==> src/hdl/usb_ctl_defines.svh <==
// Purpose: constants for the usb connect, reset and suspend control block
// Assumes: ref_clk at 40 MHz, one clock domain
// Notes: times are kept in ns, cycle counts derived from them
`ifndef USB_CTL_DEFINES_SVH
`define USB_CTL_DEFINES_SVH

`define CLK_PERIOD_NS 25
`define BUSRST_SE0_NS 2500
`define SUSP_IDLE_NS 3000000
`define SUSP_ENTER_MAX_NS 10000000
`define WAKE_HOLDOFF_NS 5000000
`define WAKE_DRIVE_NS 2000000
`define BUSRST_SE0_CYC ((`BUSRST_SE0_NS + `CLK_PERIOD_NS - 1) / `CLK_PERIOD_NS)
`define SUSP_IDLE_CYC (`SUSP_IDLE_NS / `CLK_PERIOD_NS)
`define SUSP_ENTER_MAX_CYC (`SUSP_ENTER_MAX_NS / `CLK_PERIOD_NS)
`define WAKE_HOLDOFF_CYC ((`WAKE_HOLDOFF_NS + `CLK_PERIOD_NS - 1) / `CLK_PERIOD_NS)
`define WAKE_DRIVE_CYC (`WAKE_DRIVE_NS / `CLK_PERIOD_NS)

`define CFG_CONNECT_BIT 0
`define CFG_SHADOW_BIT 1
`define CFG_SCOPE_BIT 2
`define CFG_MASK_LSB 3
`define CFG_HOSTWAKE_BIT 6
`define CFG_RESET 7'h00
`define CFG_KEEP_MASK 7'h07

`define FLAG_BUSRST 0
`define FLAG_SUSP 1
`define FLAG_RESUME 2
`define FLAG_KEEP_ON_FNRST 3'h1

`define VEC_NONE 8'h00
`define VEC_BUS_RESET 8'h17
`define VEC_SUSPEND 8'h18
`define VEC_RESUME 8'h19
`define VEC_EXT_IRQ 8'h1A

`define LINE_SYNC_RESET 3'h1

`endif

==> src/hdl/usb_ctl_pkg.sv <==
// Purpose: shared types of the usb connect, reset and suspend control block
// Assumes: nothing beyond the defines header
// Notes: one-hot state codes
package usb_ctl_pkg;
    typedef enum logic [1:0] {
        LNK_ACTIVE = 2'b01,
        LNK_SUSPENDED = 2'b10
    } link_state_type;

    typedef enum logic [2:0] {
        WK_IDLE = 3'b001,
        WK_WAIT = 3'b010,
        WK_DRIVE = 3'b100
    } wake_state_type;
endpackage : usb_ctl_pkg

==> src/hdl/bus_line_if.sv <==
// Purpose: carries the filtered bus line state to the control logic
// Assumes: single clock domain
// Notes: levels only, no pulses
`timescale 1ns/1ps
interface bus_line_if;
    logic lineJ;
    logic lineSe0;
    logic extIrq;
    modport mon(output lineJ, output lineSe0, output extIrq);
    modport ctl(input lineJ, input lineSe0, input extIrq);
endinterface : bus_line_if

==> src/hdl/line_state_mon.sv <==
// Purpose: synchronises d-plus, d-minus and the external interrupt pin
// Assumes: pins asynchronous to ref_clk
// Notes: a change counts once the second and third stages agree
`timescale 1ns/1ps
`include "usb_ctl_defines.svh"
module line_state_mon (
    input wire logic ref_clk,
    input wire logic reset_n,
    input wire logic usbDpIn,
    input wire logic usbDmIn,
    input wire logic externalIrqIn,
    bus_line_if.mon lines
);
    logic [2:0] pinIn;
    logic [2:0] syncA_ff;
    logic [2:0] syncB_ff;
    logic [2:0] syncC_ff;
    logic [2:0] stable_ff;
    localparam logic [2:0] SYNC_RESET = `LINE_SYNC_RESET;

    assign pinIn = {externalIrqIn, usbDmIn, usbDpIn};

    for (genvar i = 0; i < 3; i++) begin : g_sync
        always_ff @(posedge ref_clk) begin
            if (!reset_n) begin
                syncA_ff[i] <= SYNC_RESET[i];
                syncB_ff[i] <= SYNC_RESET[i];
                syncC_ff[i] <= SYNC_RESET[i];
                stable_ff[i] <= SYNC_RESET[i];
            end else begin
                syncA_ff[i] <= pinIn[i];
                syncB_ff[i] <= syncA_ff[i];
                syncC_ff[i] <= syncB_ff[i];
                // one-cycle glitch on stage two never reaches the output
                if (syncB_ff[i] == syncC_ff[i]) begin
                    stable_ff[i] <= syncC_ff[i];
                end
            end
        end
    end

    assign lines.lineJ = stable_ff[0] && !stable_ff[1];
    assign lines.lineSe0 = !stable_ff[0] && !stable_ff[1];
    assign lines.extIrq = stable_ff[2];
endmodule : line_state_mon

==> src/hdl/resume_driver.sv <==
// Purpose: upstream remote wake-up signalling timer
// Assumes: suspended is a level from the control logic
// Notes: a request made too early is held until the hold-off has passed
`timescale 1ns/1ps
`include "usb_ctl_defines.svh"
module resume_driver
    import usb_ctl_pkg::*;
#(
    parameter int unsigned HOLDOFF_CYC = `WAKE_HOLDOFF_CYC,
    parameter int unsigned DRIVE_CYC = `WAKE_DRIVE_CYC
) (
    input wire logic ref_clk,
    input wire logic reset_n,
    input wire logic suspended,
    input wire logic hostWakeEn,
    input wire logic wakeReq,
    output logic driveK,
    output logic wakeDone
);
    wake_state_type state_ff;
    logic [19:0] heldCnt_ff;
    logic [19:0] driveCnt_ff;
    logic heldLong;

    assign heldLong = heldCnt_ff >= 20'(HOLDOFF_CYC);

    always_ff @(posedge ref_clk) begin
        if (!reset_n || !suspended) begin
            heldCnt_ff <= 20'h00000;
        end else if (!heldLong) begin
            heldCnt_ff <= heldCnt_ff + 20'h00001;
        end
    end

    always_ff @(posedge ref_clk) begin
        if (!reset_n) begin
            state_ff <= WK_IDLE;
            driveCnt_ff <= 20'h00000;
            driveK <= 1'b0;
            wakeDone <= 1'b0;
        end else begin
            wakeDone <= 1'b0;
            case (state_ff)
                WK_IDLE: begin
                    if (wakeReq && hostWakeEn) begin
                        state_ff <= WK_WAIT;
                    end
                end
                WK_WAIT: begin
                    if (!suspended) begin
                        state_ff <= WK_IDLE;
                    end else if (heldLong) begin
                        state_ff <= WK_DRIVE;
                        driveK <= 1'b1;
                        driveCnt_ff <= 20'h00000;
                    end
                end
                WK_DRIVE: begin
                    driveCnt_ff <= driveCnt_ff + 20'h00001;
                    if (driveCnt_ff == 20'(DRIVE_CYC - 1)) begin
                        state_ff <= WK_IDLE;
                        driveK <= 1'b0;
                        wakeDone <= 1'b1;
                    end
                end
                default: begin
                    state_ff <= WK_IDLE;
                    driveK <= 1'b0;
                end
            endcase
        end
    end
endmodule : resume_driver

==> src/hdl/usb_connect_reset_suspend_ctrl.sv <==
// Purpose: pull-up connect, bus reset, suspend, resume and remote wake control
// Assumes: ref_clk keeps running while device clocks are gated
// Notes: firmware bits arrive through cfgWrite; flags clear through flagClear
`timescale 1ns/1ps
`include "usb_ctl_defines.svh"
module usb_connect_reset_suspend_ctrl
    import usb_ctl_pkg::*;
#(
    parameter int unsigned SE0_CYC = `BUSRST_SE0_CYC,
    parameter int unsigned SUSP_CYC = `SUSP_IDLE_CYC,
    parameter int unsigned LOWPWR_CYC = `SUSP_ENTER_MAX_CYC,
    parameter int unsigned HOLDOFF_CYC = `WAKE_HOLDOFF_CYC,
    parameter int unsigned DRIVE_CYC = `WAKE_DRIVE_CYC
) (
    input wire logic ref_clk,
    input wire logic reset_n,
    input wire logic cfgWrite,
    input wire logic [6:0] cfgData,
    input wire logic idleSet,
    input wire logic [2:0] flagClear,
    input wire logic busPowered,
    input wire logic remoteWakeRequest,
    input wire logic usbDpIn,
    input wire logic usbDmIn,
    input wire logic externalIrqIn,
    output logic dplusPullupCtrlOut,
    output logic dplusPullupOe,
    output logic usbDpOut,
    output logic usbDmOut,
    output logic usbDOe,
    output logic resetOutPin,
    output logic chipResetOut,
    output logic bootShadowSel,
    output logic idleBit,
    output logic clocksOn,
    output logic suspendActive,
    output logic busResetFlag,
    output logic suspendRequestFlag,
    output logic resumeRequestFlag,
    output logic mcuIrqLine,
    output logic [7:0] irqVectorReg
);
    bus_line_if lines ();

    link_state_type state_ff;
    logic [6:0] cfg_ff;
    logic [2:0] flags_ff;
    logic [2:0] pend;
    logic [7:0] se0Cnt_ff;
    logic [19:0] idleCnt_ff;
    logic [19:0] suspCnt_ff;
    logic idle_ff;
    logic nxt_idleBit;
    logic clocksOn_ff;
    logic rstHold_ff;
    logic resetOutPin_ff;
    logic chipReset_ff;
    logic mcuIrqLine_ff;
    logic [7:0] irqVector_ff;
    logic busResetEvt;
    logic fnReset;
    logic suspendEvt;
    logic resumeEvt;
    logic forceIdle;
    logic driveK;
    logic wakeDone;

    line_state_mon u_mon (
        .ref_clk(ref_clk),
        .reset_n(reset_n),
        .usbDpIn(usbDpIn),
        .usbDmIn(usbDmIn),
        .externalIrqIn(externalIrqIn),
        .lines(lines.mon)
    );

    resume_driver #(
        .HOLDOFF_CYC(HOLDOFF_CYC),
        .DRIVE_CYC(DRIVE_CYC)
    ) u_wake (
        .ref_clk(ref_clk),
        .reset_n(reset_n),
        .suspended(state_ff == LNK_SUSPENDED),
        .hostWakeEn(cfg_ff[`CFG_HOSTWAKE_BIT]),
        .wakeReq(remoteWakeRequest),
        .driveK(driveK),
        .wakeDone(wakeDone)
    );

    // highest priority pending source wins the vector
    function automatic logic [7:0] vecOf(input logic [2:0] p, input logic ext);
        logic [7:0] v;
        v = `VEC_NONE;
        if (p[`FLAG_BUSRST]) begin
            v = `VEC_BUS_RESET;
        end else if (p[`FLAG_SUSP]) begin
            v = `VEC_SUSPEND;
        end else if (p[`FLAG_RESUME]) begin
            v = `VEC_RESUME;
        end else if (ext) begin
            v = `VEC_EXT_IRQ;
        end
        return v;
    endfunction : vecOf

    // bus reset: se0 held for the minimum reset time, one event per reset
    always_ff @(posedge ref_clk) begin
        if (!reset_n || !lines.lineSe0) begin
            se0Cnt_ff <= 8'h00;
        end else if (se0Cnt_ff != 8'(SE0_CYC)) begin
            se0Cnt_ff <= se0Cnt_ff + 8'h01;
        end
    end

    assign busResetEvt = lines.lineSe0 && (se0Cnt_ff == 8'(SE0_CYC - 1));
    assign fnReset = busResetEvt && cfg_ff[`CFG_SCOPE_BIT];

    // firmware bits; connect, shadow and scope survive a function reset
    always_ff @(posedge ref_clk) begin
        if (!reset_n) begin
            cfg_ff <= `CFG_RESET;
        end else if (cfgWrite) begin
            cfg_ff <= cfgData;
        end else if (fnReset) begin
            cfg_ff <= cfg_ff & `CFG_KEEP_MASK;
        end
    end

    // idle counter runs only while awake; it stops once suspend is seen
    always_ff @(posedge ref_clk) begin
        if (!reset_n || !lines.lineJ || state_ff != LNK_ACTIVE) begin
            idleCnt_ff <= 20'h00000;
        end else if (idleCnt_ff != 20'(SUSP_CYC)) begin
            idleCnt_ff <= idleCnt_ff + 20'h00001;
        end
    end

    assign suspendEvt = state_ff == LNK_ACTIVE && lines.lineJ &&
        idleCnt_ff == 20'(SUSP_CYC - 1) + 20'h00001;

    // own k drive must not look like host resume
    assign resumeEvt = state_ff == LNK_SUSPENDED && !lines.lineJ && !driveK && !wakeDone;

    always_ff @(posedge ref_clk) begin
        if (!reset_n) begin
            state_ff <= LNK_ACTIVE;
        end else begin
            case (state_ff)
                LNK_ACTIVE: begin
                    if (suspendEvt) begin
                        state_ff <= LNK_SUSPENDED;
                    end
                end
                LNK_SUSPENDED: begin
                    if (resumeEvt || wakeDone || fnReset) begin
                        state_ff <= LNK_ACTIVE;
                    end
                end
                default: begin
                    state_ff <= LNK_ACTIVE;
                end
            endcase
        end
    end

    // time spent suspended, for the low-power deadline
    always_ff @(posedge ref_clk) begin
        if (!reset_n || state_ff != LNK_SUSPENDED) begin
            suspCnt_ff <= 20'h00000;
        end else if (suspCnt_ff != 20'(LOWPWR_CYC)) begin
            suspCnt_ff <= suspCnt_ff + 20'h00001;
        end
    end

    // firmware that misses the deadline is parked; a self-powered part is left alone
    assign forceIdle = busPowered && state_ff == LNK_SUSPENDED &&
        suspCnt_ff == 20'(LOWPWR_CYC - 1);

    // resume and function reset win over a set in the same cycle; the external interrupt wins only when already idle
    always_comb begin
        nxt_idleBit = idle_ff;
        if (fnReset) begin
            nxt_idleBit = 1'b0;
        end else if (resumeEvt || (idle_ff && lines.extIrq)) begin
            nxt_idleBit = 1'b0;
        end else if (idleSet || forceIdle) begin
            nxt_idleBit = 1'b1;
        end
    end

    always_ff @(posedge ref_clk) begin
        if (!reset_n) begin
            idle_ff <= 1'b0;
            clocksOn_ff <= 1'b1;
        end else begin
            idle_ff <= nxt_idleBit;
            clocksOn_ff <= !nxt_idleBit;
        end
    end

    // sticky flags: set wins over clear
    always_ff @(posedge ref_clk) begin
        if (!reset_n) begin
            flags_ff <= 3'h0;
        end else begin
            flags_ff <= (flags_ff & ~flagClear & (fnReset ? `FLAG_KEEP_ON_FNRST : 3'h7)) |
                {resumeEvt, suspendEvt, busResetEvt};
        end
    end

    assign pend = flags_ff & cfg_ff[`CFG_MASK_LSB +: 3];

    always_ff @(posedge ref_clk) begin
        if (!reset_n) begin
            mcuIrqLine_ff <= 1'b0;
            irqVector_ff <= `VEC_NONE;
        end else begin
            mcuIrqLine_ff <= (|pend) || lines.extIrq;
            irqVector_ff <= vecOf(pend, lines.extIrq);
        end
    end

    // reset pin: high through master reset and through a qualifying bus reset
    always_ff @(posedge ref_clk) begin
        if (!reset_n) begin
            rstHold_ff <= 1'b0;
            resetOutPin_ff <= 1'b1;
            chipReset_ff <= 1'b0;
        end else begin
            rstHold_ff <= fnReset || (rstHold_ff && lines.lineSe0);
            resetOutPin_ff <= fnReset || (rstHold_ff && lines.lineSe0);
            chipReset_ff <= fnReset || (rstHold_ff && lines.lineSe0);
        end
    end

    // value only matters while enabled; the board resistor does the pulling
    assign dplusPullupCtrlOut = cfg_ff[`CFG_CONNECT_BIT];
    assign dplusPullupOe = cfg_ff[`CFG_CONNECT_BIT];
    assign usbDpOut = 1'b0;
    assign usbDmOut = driveK;
    assign usbDOe = driveK;
    assign resetOutPin = resetOutPin_ff;
    assign chipResetOut = chipReset_ff;
    assign bootShadowSel = cfg_ff[`CFG_SHADOW_BIT];
    assign idleBit = idle_ff;
    assign clocksOn = clocksOn_ff;
    assign suspendActive = state_ff[1];
    assign busResetFlag = flags_ff[`FLAG_BUSRST];
    assign suspendRequestFlag = flags_ff[`FLAG_SUSP];
    assign resumeRequestFlag = flags_ff[`FLAG_RESUME];
    assign mcuIrqLine = mcuIrqLine_ff;
    assign irqVectorReg = irqVector_ff;
endmodule : usb_connect_reset_suspend_ctrl

==> config.mk <==
export PLATFORM = sky130hd
export DESIGN_NAME = usb_connect_reset_suspend_ctrl
export DESIGN_NICKNAME = d
export VERILOG_FILES = /design/src/hdl/usb_ctl_pkg.sv /design/src/hdl/bus_line_if.sv /design/src/hdl/line_state_mon.sv /design/src/hdl/resume_driver.sv /design/src/hdl/usb_connect_reset_suspend_ctrl.sv
export VERILOG_INCLUDE_DIRS = /design/src /design/src/hdl
export SDC_FILE = /design/constraint.sdc
export NUM_CORES = 1
export LEC_CHECK = 0
export BUFFER_PORTS_ARGS = -buffer_cell sky130_fd_sc_hd__buf_2
export CORE_MARGIN = 2
export CORE_UTILIZATION = 54
export CTS_CLUSTER_DIAMETER = 30
export DETAILED_ROUTE_END_ITERATION = 6
export PLACE_DENSITY_LB_ADDON = 0.12
export SLEW_MARGIN = 0
export SYNTH_ARGS = -nofsm -noshare
export SYNTH_HDL_FRONTEND = slang
export SYNTH_SLANG_ARGS = --single-unit
==> constraint.sdc <==
create_clock -name ref_clk -period 1.5 [get_ports ref_clk]
set_input_delay 0.075 -clock ref_clk [delete_from_list [all_inputs] [get_ports ref_clk]]
set_output_delay 0.075 -clock ref_clk [all_outputs]
set_load 0.03 [all_outputs]
After elaboration in Yosys (flattened, before gate mapping)
Cells that the tools add are included.
- output and inout bits: 23
- register bits after elaboration: 130
- reductions and logical operators: 44
- muxes and demuxes: 26
- bitwise gates (word level): 7
- equal/unequal tests: 24
- order comparisons: 1
- add/sub/neg operators: 5
- operators by type and width (kind ; number):
    $add A20 B1 Y20 const B ; 4
    $eq A20 B17 Y1 const B ; 2
    $mux W20 ; 2
    $pmux W20 S2 ; 1
    $eq A20 B19 Y1 const B ; 1
    $ge A20 B18 Y1 const B ; 1
    $mux W5 ; 4
    $ne A20 B17 Y1 const B ; 1
    $ne A20 B19 Y1 const B ; 1
    $mux W3 ; 5
    $logic_and A1 B1 Y1 ; 14
    $mux W7 ; 2
    $logic_or A1 B1 Y1 ; 11
    $ne A2 B1 Y1 const B ; 5
    $and A3 B3 Y3 ; 3
    $logic_not A1 Y1 ; 9
    $pmux W3 S3 ; 1
    $add A8 B1 Y8 const B ; 1
    $eq A8 B7 Y1 const B ; 1
    $ne A8 B7 Y1 const B ; 1
    $mux W1 ; 7
    $ne A2 B2 Y1 const B ; 3
    $reduce_and A3 Y1 ; 2
    $mux W2 ; 2
    18 further kinds ; 23

Longest topological paths before layout
Gate-level depths: netlist of the first run.
- depth in word-level cells: 10
- gate-level depth with buffers: 6
- depth with buffers taken out: 6

Modules after synthesis
Synthesis of the first run repeated with hierarchy kept, for this count alone.
- cell total of the unflattened synthesis: 660
- area total of the unflattened synthesis: 5753.0 µm²
- modules (own cells, without submodules) (module ; seq. area each (µm²) ; instances ; cells each ; area each (µm²)):
    usb_connect_reset_suspend_ctrl ; 1401.3 ; 1 ; 371 ; 3174.3
    resume_driver ; 900.9 ; 1 ; 256 ; 2200.9
    line_state_mon ; 240.2 ; 1 ; 33 ; 377.9

Least setup slack after synthesis of the first run
No wires, ideal clock.
- path kind: register to register
- start point: reg state_ff[1]
- end point: reg u_wake.driveCnt_ff[10]
- cell stages (with the launch flop): 6
- data arrival time: 1.571 ns
- slack: -0.189 ns
- setup time: 0.117 ns
- cell sequence: dfxtp_1 > nor2b_1 > nand4_1 > o21ai_2 > buf_2 > nor2_1
- cells in the longest elaborated chain, start to end: 3
- RTL lines (what ; line ; text):
    from (decl) ; usb_connect_reset_suspend_ctrl.sv:45 ; link_state_type state_ff;
    from (signal assigned) ; usb_connect_reset_suspend_ctrl.sv:146 ; state_ff <= LNK_ACTIVE;
    from (signal assigned) ; usb_connect_reset_suspend_ctrl.sv:151 ; state_ff <= LNK_SUSPENDED;
    from (signal assigned) ; usb_connect_reset_suspend_ctrl.sv:156 ; state_ff <= LNK_ACTIVE;
    $eq A2 B2 Y1 ; usb_connect_reset_suspend_ctrl.sv:83 ; .suspended(state_ff == LNK_SUSPENDED),
    $ne A2 B1 Y1 (no line) ; n/a ;
    $reduce_and A3 Y1 (no line) ; n/a ;
    to (signal assigned) ; resume_driver.sv:59 ; driveCnt_ff <= driveCnt_ff + 20'h00001;
    to (decl) ; resume_driver.sv:22 ; logic [19:0] driveCnt_ff;
Every way passes these cells.
A chain may end at the register's enable or synchronous reset.

Worst setup path after layout of the first run
- start point: reg u_wake.heldCnt_ff[15]
- end point: reg u_wake.heldCnt_ff[15]
- cells in the longest elaborated chain, start to end: 1
- elaborated cells on any way between the ends: 2
- RTL lines (what ; line ; text):
    from (decl) ; resume_driver.sv:21 ; logic [19:0] heldCnt_ff;
    from (signal assigned) ; resume_driver.sv:31 ; heldCnt_ff <= heldCnt_ff + 20'h00001;
    $add A20 B1 Y20 or $ge A20 B18 Y1 (tied branches) ; resume_driver.sv:31, resume_driver.sv:25 ;
Several ways; a longest one is shown, not always the timed one.

==> results.py, run 1 <==
metrics = {
    "power": {
        "power_frac_seq_pct": 41.6,
        "power_mw": 8.238,
        "p_int_mw": 6.543,
        "clkPwrFrac_pct": 54.6,
        "ir_drop_mv": 0.8587,
        "power.leakage_nw": 3.404,
        "switching_share_pct": 20.57,
        "combPwrFrac_pct": 3.8,
        "p_switching_mw": 1.695,
        "powerDensity_mw_per_mm2": 954.0,
    },
    "placement": {
        "gp_congestion": 0.8610,
        "dp_cells": 936,
        "post_dp_cell_area_mm2": 0.007023,
        "dp.final_hpwl_mm": 9.927,
        "port_buffers": 37,
        "post-place-ws_ns": -0.2181,
    },
    "floorplanning": {
        "core.rowCount": 38,
        "start_util_pct": 54.88,
        "die_w_um": 108.7,
        "coreArea_mm2": 0.01079,
        "die_h_um": 108.7,
        "io_pins": 42,
        "die_area_mm2": 0.01182,
    },
    "routing": {
        "drc": 0,
        "via_per_inst": 5.772,
        "ant_nets": 0,
        "drt_iter0_drc": 325,
        "wl_per_cell_um": 16.48,
        "firstDrtPassIters": 5,
        "drt_wl_total_mm": 16.76,
        "vias": 5870,
    },
    "cells_and_area": {
        "antenna_cells": 0,
        "nFillCells": 644,
        "area_growth_pct": 45.80,
        "drive_gt1_share_pct": 38.77,
        "final_nets": 892,
        "stdcell_count": 1017,
        "design_area_mm2": 0.008636,
        "finish.utilization_pct": 80.01,
    },
    "cts": {
        "cts-root-buf": "clkbuf_8",
        "clock_latency_ns": 0.53,
        "clk_pin_slew_ns": 0.06,
        "cts.sinks": 127,
        "clk_path_buf_depth": 2,
        "htreeDepth": 4,
        "numCtsBuffers": 17,
        "cts_tree": "yes",
    },
    "yosys": {
        "yosysTopAreaCell": "dfxtp_1",
        "synth-seq-cells": 127,
        "syn_area_mm2": 0.005923,
        "async_flop_share_pct": 0,
        "synth_cell_type_count": 62,
        "ys_top_cells_by_area": "dfxtp_1 (43%), a21oi_1 (4.7%), xor2_1 (4.3%), nand2_1 (3.5%), nor2_1 (3.2%)",
        "synth_edf_count": 0,
        "synth.avg_cell_area_um2": 8.775,
        "yosysTopAreaCellShare_pct": 42.92,
        "syn_inst": 675,
        "ys.flop_type": "dfxtp_1",
        "ys_warn_count": 0,
        "ys_seq_area_share_pct": 42.92,
    },
    "critical_path": {
        "path_class": "flip-flop to flip-flop",
        "start_kind": "flip-flop",
        "crit_fanout": 5,
        "crit_start": "u_wake.heldCnt_ff[15]$_SDFFE_PP0N_",
        "critPathArrivalTime_ns": 2.14,
        "r2r-start": "u_wake.heldCnt_ff[15]$_SDFFE_PP0N_",
        "worstPathRequired_ns": 1.95,
        "endpoint_kind": "flip-flop",
    },
    "sta": {
        "min_period_ns": 1.687,
        "fin_worst_skew_ns": 0.005137,
        "hold_ws_ns": 0.05937,
        "fmax_mhz": 592.7,
        "hold_viol_final": 0,
        "setup_viol": 41,
        "rsz0062_at_grt": "true",
        "period_share_pct": 112.5,
        "timing.final.ws_setup_ns": -0.1872,
        "finalSetupTns_ns": -3.303,
        "slew_viol_final": 0,
    },
    "worst_hold_path": {
        "holdCritPathClass": "input port to flip-flop",
        "hp-start": "remoteWakeRequest",
    },
    "global_routing": {
        "grt_pass1_vias": 5629,
        "grt_max_degree": 36,
        "grt_util_all_layers_pct": 27.13,
        "antenna_found_initial": 0,
        "grt_overflow": 0,
        "grt_pass1_wl_mm": 25.48,
    },
    "status": {
        "status": "finished, violations left",
        "violations": "setup timing",
    },
    "run": {
        "max-cap-violations": 0,
    },
}
-- routing by layer --
| layer | routed length (um) | track usage (%) | vias up |
|---|---|---|---|
| met5 | 0 | 0 | - |
| met4 | 367 | 12.09 | 0 |
| met3 | 623 | 6.515 | 33 |
| met2 | 8728 | 46.70 | 135 |
| met1 | 7038 | 32.06 | 2865 |
| li1 | - | - | 2837 |
-- worst max-delay path, stage by stage (launching register included) --
cell and delay (ns):
dfxtp_2 0.34, nor4_4 0.32, o211ai_1 0.20, buf_4 0.22, a2111oi_4 0.31, mux2i_1 0.22
-- logic make-up (layout without fill, tap and decap cells) --
family,after synthesis,after routing,synth area share (%)
compound gates,134,134,13.94
simple gates,309,310,29.97
buf+inv,47,245,3.760
xor+xnor,33,33,4.879
fa+ha+maj,9,9,1.901
mux,15,15,2.556
flops,127,127,42.92
other cells,1,4,0.06331
-- synthesized netlist by cell type (6+ instances only) --
master	number
a21oi_1	56
and2_1	17
and3_1	17
and4_1	14
buf_2	6
buf_4	8
clkbuf_1	14
dfxtp_1	127
ha_1	9
inv_1	16
mux2i_1	14
nand2_1	55
nand2b_1	9
nand3_1	36
nand4_1	28
nor2_1	50
nor3_1	11
nor4_1	6
nor4b_1	6
o211ai_1	8
o21ai_0	34
o31ai_1	10
or2_2	11
or3_1	16
or4_1	9
xor2_1	29
-- final timing paths --
| kind | depth (start not counted) | slack, ns | end |
|---|---|---|---|
| worst max-delay path | 5 | -0.19 | u_wake.heldCnt_ff[15]$_SDFFE_PP0N_ |
| worst max register to register | 5 | -0.19 | u_wake.heldCnt_ff[15]$_SDFFE_PP0N_ |
| worst min-delay path | 4 | 0.06 | u_wake.state_ff[0]$_SDFFE_PN1P_ |
| worst min register to register | 1 | 0.43 | u_mon.syncB_ff[1]$_SDFF_PN0_ |
-- power by group through the flow --
stage               combinational, mW  clock (mW)  sequential [mW]
global route                    0.336        4.67             3.43
CTS                             0.256        4.51             3.43
detailed placement              0.200           0             3.50
finish                          0.316        4.50             3.43
floorplan                       0.119           0             3.51
global placement                0.194           0             3.50
-- state kept, by name, summed over array words and instances (netlist names), 5 cells and up --
signal / flops
se0Cnt_ff: 8
suspCnt_ff: 20
u_wake.driveCnt_ff: 20
irqVectorReg: 5
idleCnt_ff: 20
u_wake.heldCnt_ff: 20
cfg_ff: 7
-- final cells by class --
cell class	instances	area, um^2	area share [%]
Timing Repair Buffer	196	1535	17.78
Inverter	17	63.81	0.7389
Multi-Input combinational cell	505	3615	41.86
Tap cell	140	175.2	2.028
Clock buffer	21	459.2	5.317
Sequential cell	127	2603	30.14
Clock inverter	11	185.2	2.144
-- placed cells by master (no fill, tap or decap), types with 5 or more instances in the layout --
cell type	netlist	layout
buf_4	8	118
dfxtp_1	127	91
nand2_1	55	54
nor2_1	50	45
buf_2	6	39
a21oi_1	56	37
nand3_1	36	33
dfxtp_2	0	30
nand4_1	28	28
o21ai_0	34	27
xor2_1	29	27
dlygate4sd3_1	0	24
a21oi_2	0	18
clkbuf_16	0	18
and2_1	17	16
or3_1	16	15
inv_1	16	14
mux2i_1	14	14
and3_1	17	13
or2_2	11	11
buf_6	1	11
nor3_1	11	9
and4_1	14	9
o211ai_1	8	8
nand2b_1	9	8
and4_4	1	6
o31ai_1	10	6
dfxtp_4	0	6
o21ai_1	1	5
nand3b_1	5	5
nand4_4	2	5
or4_4	0	5
ha_1	9	5
bufinv_16	0	5
-- timing repair --
action,4_1_cts,5_1_grt
endpoints found under the hold margin,20,0
hold buffers,24,0
setup buffers,10,10
pin swaps,22,41
endpoints found under the setup margin,51,69
gates resized for setup,40,104
gates cloned,2,4
Note: power is estimated with default switching activity, not from simulation.
==> run 2, diff against run 1 <==
Settings changed: CORE_MARGIN 2 to 8, RECOVER_POWER set to 100.
==> results.py, run 2 (synthesis results as in run 1) <==
metrics = {
    "cts": {
        "cts-root-buf": "clkbuf_8",
        "htreeDepth": 4,
        "clk_pin_slew_ns": 0.06,
        "cts.sinks": 127,
        "cts_tree": "yes",
        "clk_path_buf_depth": 2,
        "clock_latency_ns": 0.53,
        "numCtsBuffers": 17,
    },
    "critical_path": {
        "crit_fanout": 7,
        "crit_family": "compound AO/OA/AOI/OAI gates",
        "crit_buf_inv": 0,
        "critPathMaxStageDelay_ns": 0.46,
        "endpoint_kind": "flip-flop",
        "critPathSlowestCell": "a2111o_1",
        "worstPathCellList": "a211oi_1, nand2_2, a2111o_1, o21ai_1",
        "worstPathRequired_ns": 1.96,
        "path_class": "flip-flop to flip-flop",
        "critPathArrivalTime_ns": 2.13,
        "start_kind": "flip-flop",
    },
    "run": {
        "max-cap-violations": 0,
    },
    "placement": {
        "dp.final_hpwl_mm": 10.45,
        "post-place-ws_ns": -0.2176,
        "gp_congestion": 0.8587,
        "dp_cells": 943,
        "port_buffers": 37,
    },
    "floorplanning": {
        "coreArea_mm2": 0.01079,
        "die_area_mm2": 0.01458,
        "die_h_um": 120.7,
        "io_pins": 42,
        "die_w_um": 120.7,
        "core.rowCount": 38,
        "start_util_pct": 54.88,
    },
    "sta": {
        "fin_worst_skew_ns": 0.007033,
        "period_share_pct": 111.4,
        "finalSetupTns_ns": -3.352,
        "fmax_mhz": 598.6,
        "slew-limit-headroom_pct": 65.15,
        "tightest_slew_ns": 0.5249,
        "min_period_ns": 1.671,
        "timing.final.ws_setup_ns": -0.1707,
        "hold_viol_final": 0,
        "slew_viol_final": 0,
        "rsz0062_at_grt": "true",
        "setup_viol": 53,
    },
    "cells_and_area": {
        "drive_gt1_share_pct": 36.78,
        "final_common_cell": "buf_4",
        "final_nets": 896,
        "layout_common_cells": "buf_4 (116), dfxtp_1 (96), nand2_1 (54), nor2_1 (44), nand3_1 (32)",
        "area_growth_pct": 45.99,
        "stdcell_count": 1021,
        "antenna_cells": 0,
    },
    "routing": {
        "via_per_inst": 5.780,
        "drt_iter0_drc": 447,
        "wl_per_cell_um": 17.56,
        "firstDrtPassIters": 6,
        "drc": 0,
        "ant_nets": 0,
        "vias": 5901,
        "drt_wl_total_mm": 17.93,
    },
    "global_routing": {
        "grt_max_degree": 36,
        "grt_pass1_wl_mm": 27.52,
        "grt_util_all_layers_pct": 23.27,
        "antenna_found_initial": 0,
        "grt_pass1_vias": 5864,
        "grt_overflow": 0,
    },
    "power": {
        "ir_drop_mv": 1.035,
        "p_switching_mw": 1.771,
        "power_frac_seq_pct": 42.8,
        "combPwrFrac_pct": 4.1,
        "power_mw": 8.011,
        "switching_share_pct": 22.10,
        "p_int_mw": 6.241,
        "power.leakage_nw": 3.291,
        "clkPwrFrac_pct": 53.1,
        "powerDensity_mw_per_mm2": 926.5,
    },
    "status": {
        "violations": "setup timing",
        "status": "finished, violations left",
    },
    "worst_hold_path": {
        "holdCritPathClass": "input port to flip-flop",
    },
}
## run 2: cell types whose count changed in the layout (fill, tap and decap cells not counted), sizes merged
cell	delta
dlygate4sd3	-2
buf	-25
clkbuf	+27
clkinv	+2
clkinvlp	+3
bufinv	-1
## run 2: routing by layer
metal	up-vias	GRT usage, %	routed length [um]
met4	0	11.79	607
li1	2844	-	-
met2	168	41.65	9468
met1	2832	25.03	7129
met3	57	5.688	728
met5	-	0	0
## run 2: power by group through the flow
stage,registers (mW),clock network (mW),logic [mW]
2_1_floorplan,3.51,0,0.119
5_1_grt,3.43,4.47,0.350
4_1_cts,3.43,4.28,0.275
6_report,3.43,4.25,0.331
3_3_place_gp,3.50,0,0.208
3_5_place_dp,3.50,0,0.214
## run 2: path summary, 6_finish.rpt
kind / start / endpoint / slack (ns) / cells after the start
min: reset_n / clocksOn$_SDFF_PN1_ / 0.04 / 3
max: u_wake.heldCnt_ff[18]$_SDFFE_PP0N_ / u_wake.heldCnt_ff[10]$_SDFFE_PP0N_ / -0.17 / 4
min reg2reg: u_mon.syncA_ff[0]$_SDFF_PN1_ / u_mon.syncB_ff[0]$_SDFF_PN1_ / 0.47 / 1
max reg2reg: u_wake.heldCnt_ff[18]$_SDFFE_PP0N_ / u_wake.heldCnt_ff[10]$_SDFFE_PP0N_ / -0.17 / 4
## run 2: through the flow
step	hold WS (ns)	utilization [%]	area, um^2
floorplan	0.1765	-	5986
global route	0.03838	80.12	8647
detailed placement	0.2873	65.67	7088
CTS	0.01858	75.41	8139
finish	0.03943	80.12	8647
global placement	0.2887	65.67	7088
## run 2: what timing repair did
item,CTS,global route
gates resized for setup,35,123
pin swaps,17,47
cloned,1,3
endpoints found under the setup margin,51,73
hold buffers,22,0
hold endpoints to repair,15,0
setup buffers,10,11
## run 2: cell type report
class / instances / area [um^2]
fillers: 669 / 2146
multi-input cells: 505 / 3682
inverters: 17 / 63.81
well taps: 140 / 175.2
clock buffers: 17 / 414.1
flip-flops and latches: 127 / 2591
repair buffers: 200 / 1525
clock inverters: 15 / 195.2
## run 2: worst min-delay path, delay by kind of cell
family,cells,cell delay [ns]
buffers and inverters,2,0.36
AND/OR/NAND/NOR,1,0.10
==> run 3, diff against run 2 <==
Settings changed: ABC_AREA set to 1, CORE_UTILIZATION 54 to 55.
==> results.py, run 3 <==
metrics = {
    "status": {
        "status": "finished, final reports clean",
    },
    "floorplanning": {
        "coreArea_mm2": 0.01132,
        "die_w_um": 123.4,
        "start_util_pct": 56.07,
        "io_pins": 42,
        "die_area_mm2": 0.01523,
        "core.rowCount": 39,
        "die_h_um": 123.4,
    },
    "power": {
        "ir_drop_mv": 1.143,
        "combPwrFrac_pct": 4.4,
        "p_switching_mw": 1.739,
        "power.leakage_nw": 3.286,
        "p_int_mw": 6.354,
        "power_mw": 8.092,
        "switching_share_pct": 21.48,
        "powerDensity_mw_per_mm2": 970.2,
        "power_frac_seq_pct": 42.6,
        "clkPwrFrac_pct": 52.9,
    },
    "yosys": {
        "synth.avg_cell_area_um2": 7.100,
        "synth_edf_count": 0,
        "synth-simple-area-share_pct": 35.11,
        "syn_inst": 894,
        "ys_warn_count": 0,
        "synth_top_family_by_area": "simple AND/OR/NAND/NOR gates",
        "synth_common_cells": "nand2_1 (188), dfxtp_1 (127), inv_1 (115), nor2_1 (81), a21oi_1 (76)",
        "ys_seq_area_share_pct": 40.06,
        "ys.flop_type": "dfxtp_1",
        "syn_area_mm2": 0.006347,
        "synth.area.mux_share_pct": 0,
        "yosysMostFrequentCell": "nand2_1",
        "async_flop_share_pct": 0,
        "synth_xor_area_share_pct": 2.208,
        "synth-seq-cells": 127,
        "yosysTopAreaCell": "dfxtp_1",
        "synth_compound_area_share_pct": 11.16,
        "synth_fa_ha_area_share_pct": 1.774,
        "synth_cell_type_count": 50,
        "ys_top_cells_by_area": "dfxtp_1 (40%), nand2_1 (11%), inv_1 (6.8%), a21oi_1 (6.0%), nand3_1 (5.8%)",
        "yosysTopAreaCellShare_pct": 40.06,
    },
    "sta": {
        "rsz0062_at_grt": "true",
        "fin_worst_skew_ns": 0.006973,
        "setup_viol": 0,
        "finalSetupTns_ns": 0,
        "slew_viol_final": 0,
        "min_period_ns": 1.486,
        "fmax_mhz": 672.7,
        "period_share_pct": 99.10,
        "hold_viol_final": 0,
        "hold_ws_ns": 0.07185,
    },
    "placement": {
        "port_buffers": 37,
        "gp_congestion": 0.8828,
        "dp.final_hpwl_mm": 10.71,
        "dp_cells": 1103,
        "post_dp_cell_area_mm2": 0.006992,
    },
    "routing": {
        "firstDrtPassIters": 5,
        "drc": 0,
        "via_per_inst": 5.468,
        "drt_iter0_drc": 430,
        "drt_wl_total_mm": 16.83,
        "ant_nets": 0,
        "wl_per_cell_um": 14.46,
        "vias": 6365,
    },
    "global_routing": {
        "grt_pass1_vias": 5827,
        "grt_util_all_layers_pct": 20.61,
        "antenna_found_initial": 0,
        "grt_overflow": 0,
        "grt_max_degree": 24,
        "grt_pass1_wl_mm": 25.76,
    },
    "worst_hold_path": {
        "hold_depth": 3,
        "holdPathEnd": "cfg_ff[6]$_SDFFE_PN0P_",
        "hp-start": "reset_n",
        "holdCritPathClass": "input port to flip-flop",
    },
    "cells_and_area": {
        "layout_common_cells": "nand2_1 (172), inv_1 (113), dfxtp_1 (92), a21oi_1 (71), nor2_1 (69)",
        "final_nets": 1037,
        "design_area_mm2": 0.008341,
        "stdcell_count": 1164,
        "final_common_cell": "nand2_1",
        "drive_gt1_share_pct": 25.76,
        "antenna_cells": 0,
        "area_growth_pct": 31.40,
    },
    "critical_path": {
        "endpoint_kind": "flip-flop",
        "crit_fanout": 3,
        "r2r-end": "clocksOn$_SDFF_PN1_",
        "critPathSlowestCell": "nor4_2",
        "worstPathRequired_ns": 1.81,
        "path_class": "flip-flop to flip-flop",
        "path_common_cell": "nand4_1",
        "reg2reg_depth": 5,
        "critPathMaxStageDelay_ns": 0.35,
        "r2r-start": "suspCnt_ff[14]$_SDFFE_PP0P_",
        "r2r_slack_ns": 0.01,
        "critPathArrivalTime_ns": 1.80,
        "worstPathCellList": "inv_1, nand4_1, nor4_2, nand4_1, a21o_1",
        "start_kind": "flip-flop",
    },
    "cts": {
        "clk_pin_slew_ns": 0.06,
        "cts-root-buf": "clkbuf_16",
        "cts.sinks": 127,
        "cts_tree": "yes",
        "numCtsBuffers": 17,
        "clock_latency_ns": 0.42,
        "clk_path_buf_depth": 2,
        "htreeDepth": 4,
    },
    "run": {
        "max-cap-violations": 0,
    },
}
## run 3: changes by cell type in the layout (fill, tap and decap cells not counted), sizes merged, moves of 16 or more
cell   delta
a21oi    +23
and2     -17
and3     -16
buf      -68
inv     +107
nand2   +139
nand3    +39
nor2     +42
nor3     +28
xor2     -19
## run 3: worst max-delay path by stage
stage               cells after the start                          end  slack [ns]                        start
global placement                        8  idleCnt_ff[16]$_SDFFE_PP0P_        0.02   idleCnt_ff[0]$_SDFFE_PP0P_
finish                                  5          clocksOn$_SDFF_PN1_        0.01  suspCnt_ff[14]$_SDFFE_PP0P_
detailed placement                      8  idleCnt_ff[16]$_SDFFE_PP0P_       -0.04   idleCnt_ff[0]$_SDFFE_PP0P_
global route                            8  idleCnt_ff[16]$_SDFFE_PP0P_       -0.08   idleCnt_ff[1]$_SDFFE_PP0P_
floorplan                               8  suspCnt_ff[12]$_SDFFE_PP0P_        0.02   suspCnt_ff[0]$_SDFFE_PP0P_
CTS                                     8  idleCnt_ff[16]$_SDFFE_PP0P_       -0.02   idleCnt_ff[1]$_SDFFE_PP0P_
## run 3: logic make-up after synthesis
logic type | count (synthesis)
fa+ha+maj | 9
simple gates | 464
buf+inv | 148
xor+xnor | 16
compound gates | 129
other cells | 1
flops | 127
## run 3: power by group through the flow
stage	logic (mW)	registers (mW)	clock network (mW)
floorplan	0.182	3.53	0
global placement	0.258	3.51	0
detailed placement	0.272	3.52	0
CTS	0.318	3.45	4.31
global route	0.391	3.46	4.47
finish	0.356	3.45	4.28
## run 3: through the flow
stage | setup slack (ns) | utilization, %
after floorplan | 0.01874 | -
after global placement | 0.01993 | 61.76
after detailed placement | -0.03815 | 61.76
after CTS | -0.02106 | 69.26
after global routing | -0.07534 | 73.67
final | 0.01354 | 73.67
## run 3: final cells by class
| class | count | area, um^2 |
|---|---|---|
| sequential | 127 | 2591 |
| inverter | 124 | 475.5 |
| tap | 143 | 178.9 |
| clock inverter | 8 | 128.9 |
| timing repair buffer | 117 | 873.3 |
| fill | 878 | 2980 |
| multi-input combinational | 622 | 3605 |
| clock buffer | 23 | 488.0 |
## run 3: per-layer routing
layer | vias to the layer above | routed length, um | track usage, %
met3 | 25 | 930 | 5.388
met1 | 2998 | 7245 | 25.14
met5 | - | 0 | 0
met4 | 0 | 278 | 6.020
li1 | 3158 | - | -
met2 | 184 | 8379 | 35.01
## run 3: what timing repair did
item	4_1_cts	5_1_grt
pin swaps	4	37
cloned	0	1
gates resized for setup	10	131
endpoints found under the setup margin	6	70
setup buffers	1	9
endpoints found under the hold margin	15	0
hold buffers	19	0
## run 3: worst max-delay path: cells and delay by family, from the launching register on
family,cells,cell delay (ns)
simple gates,3,0.76
flops,1,0.33
compound gates,1,0.21
buf+inv,1,0.09
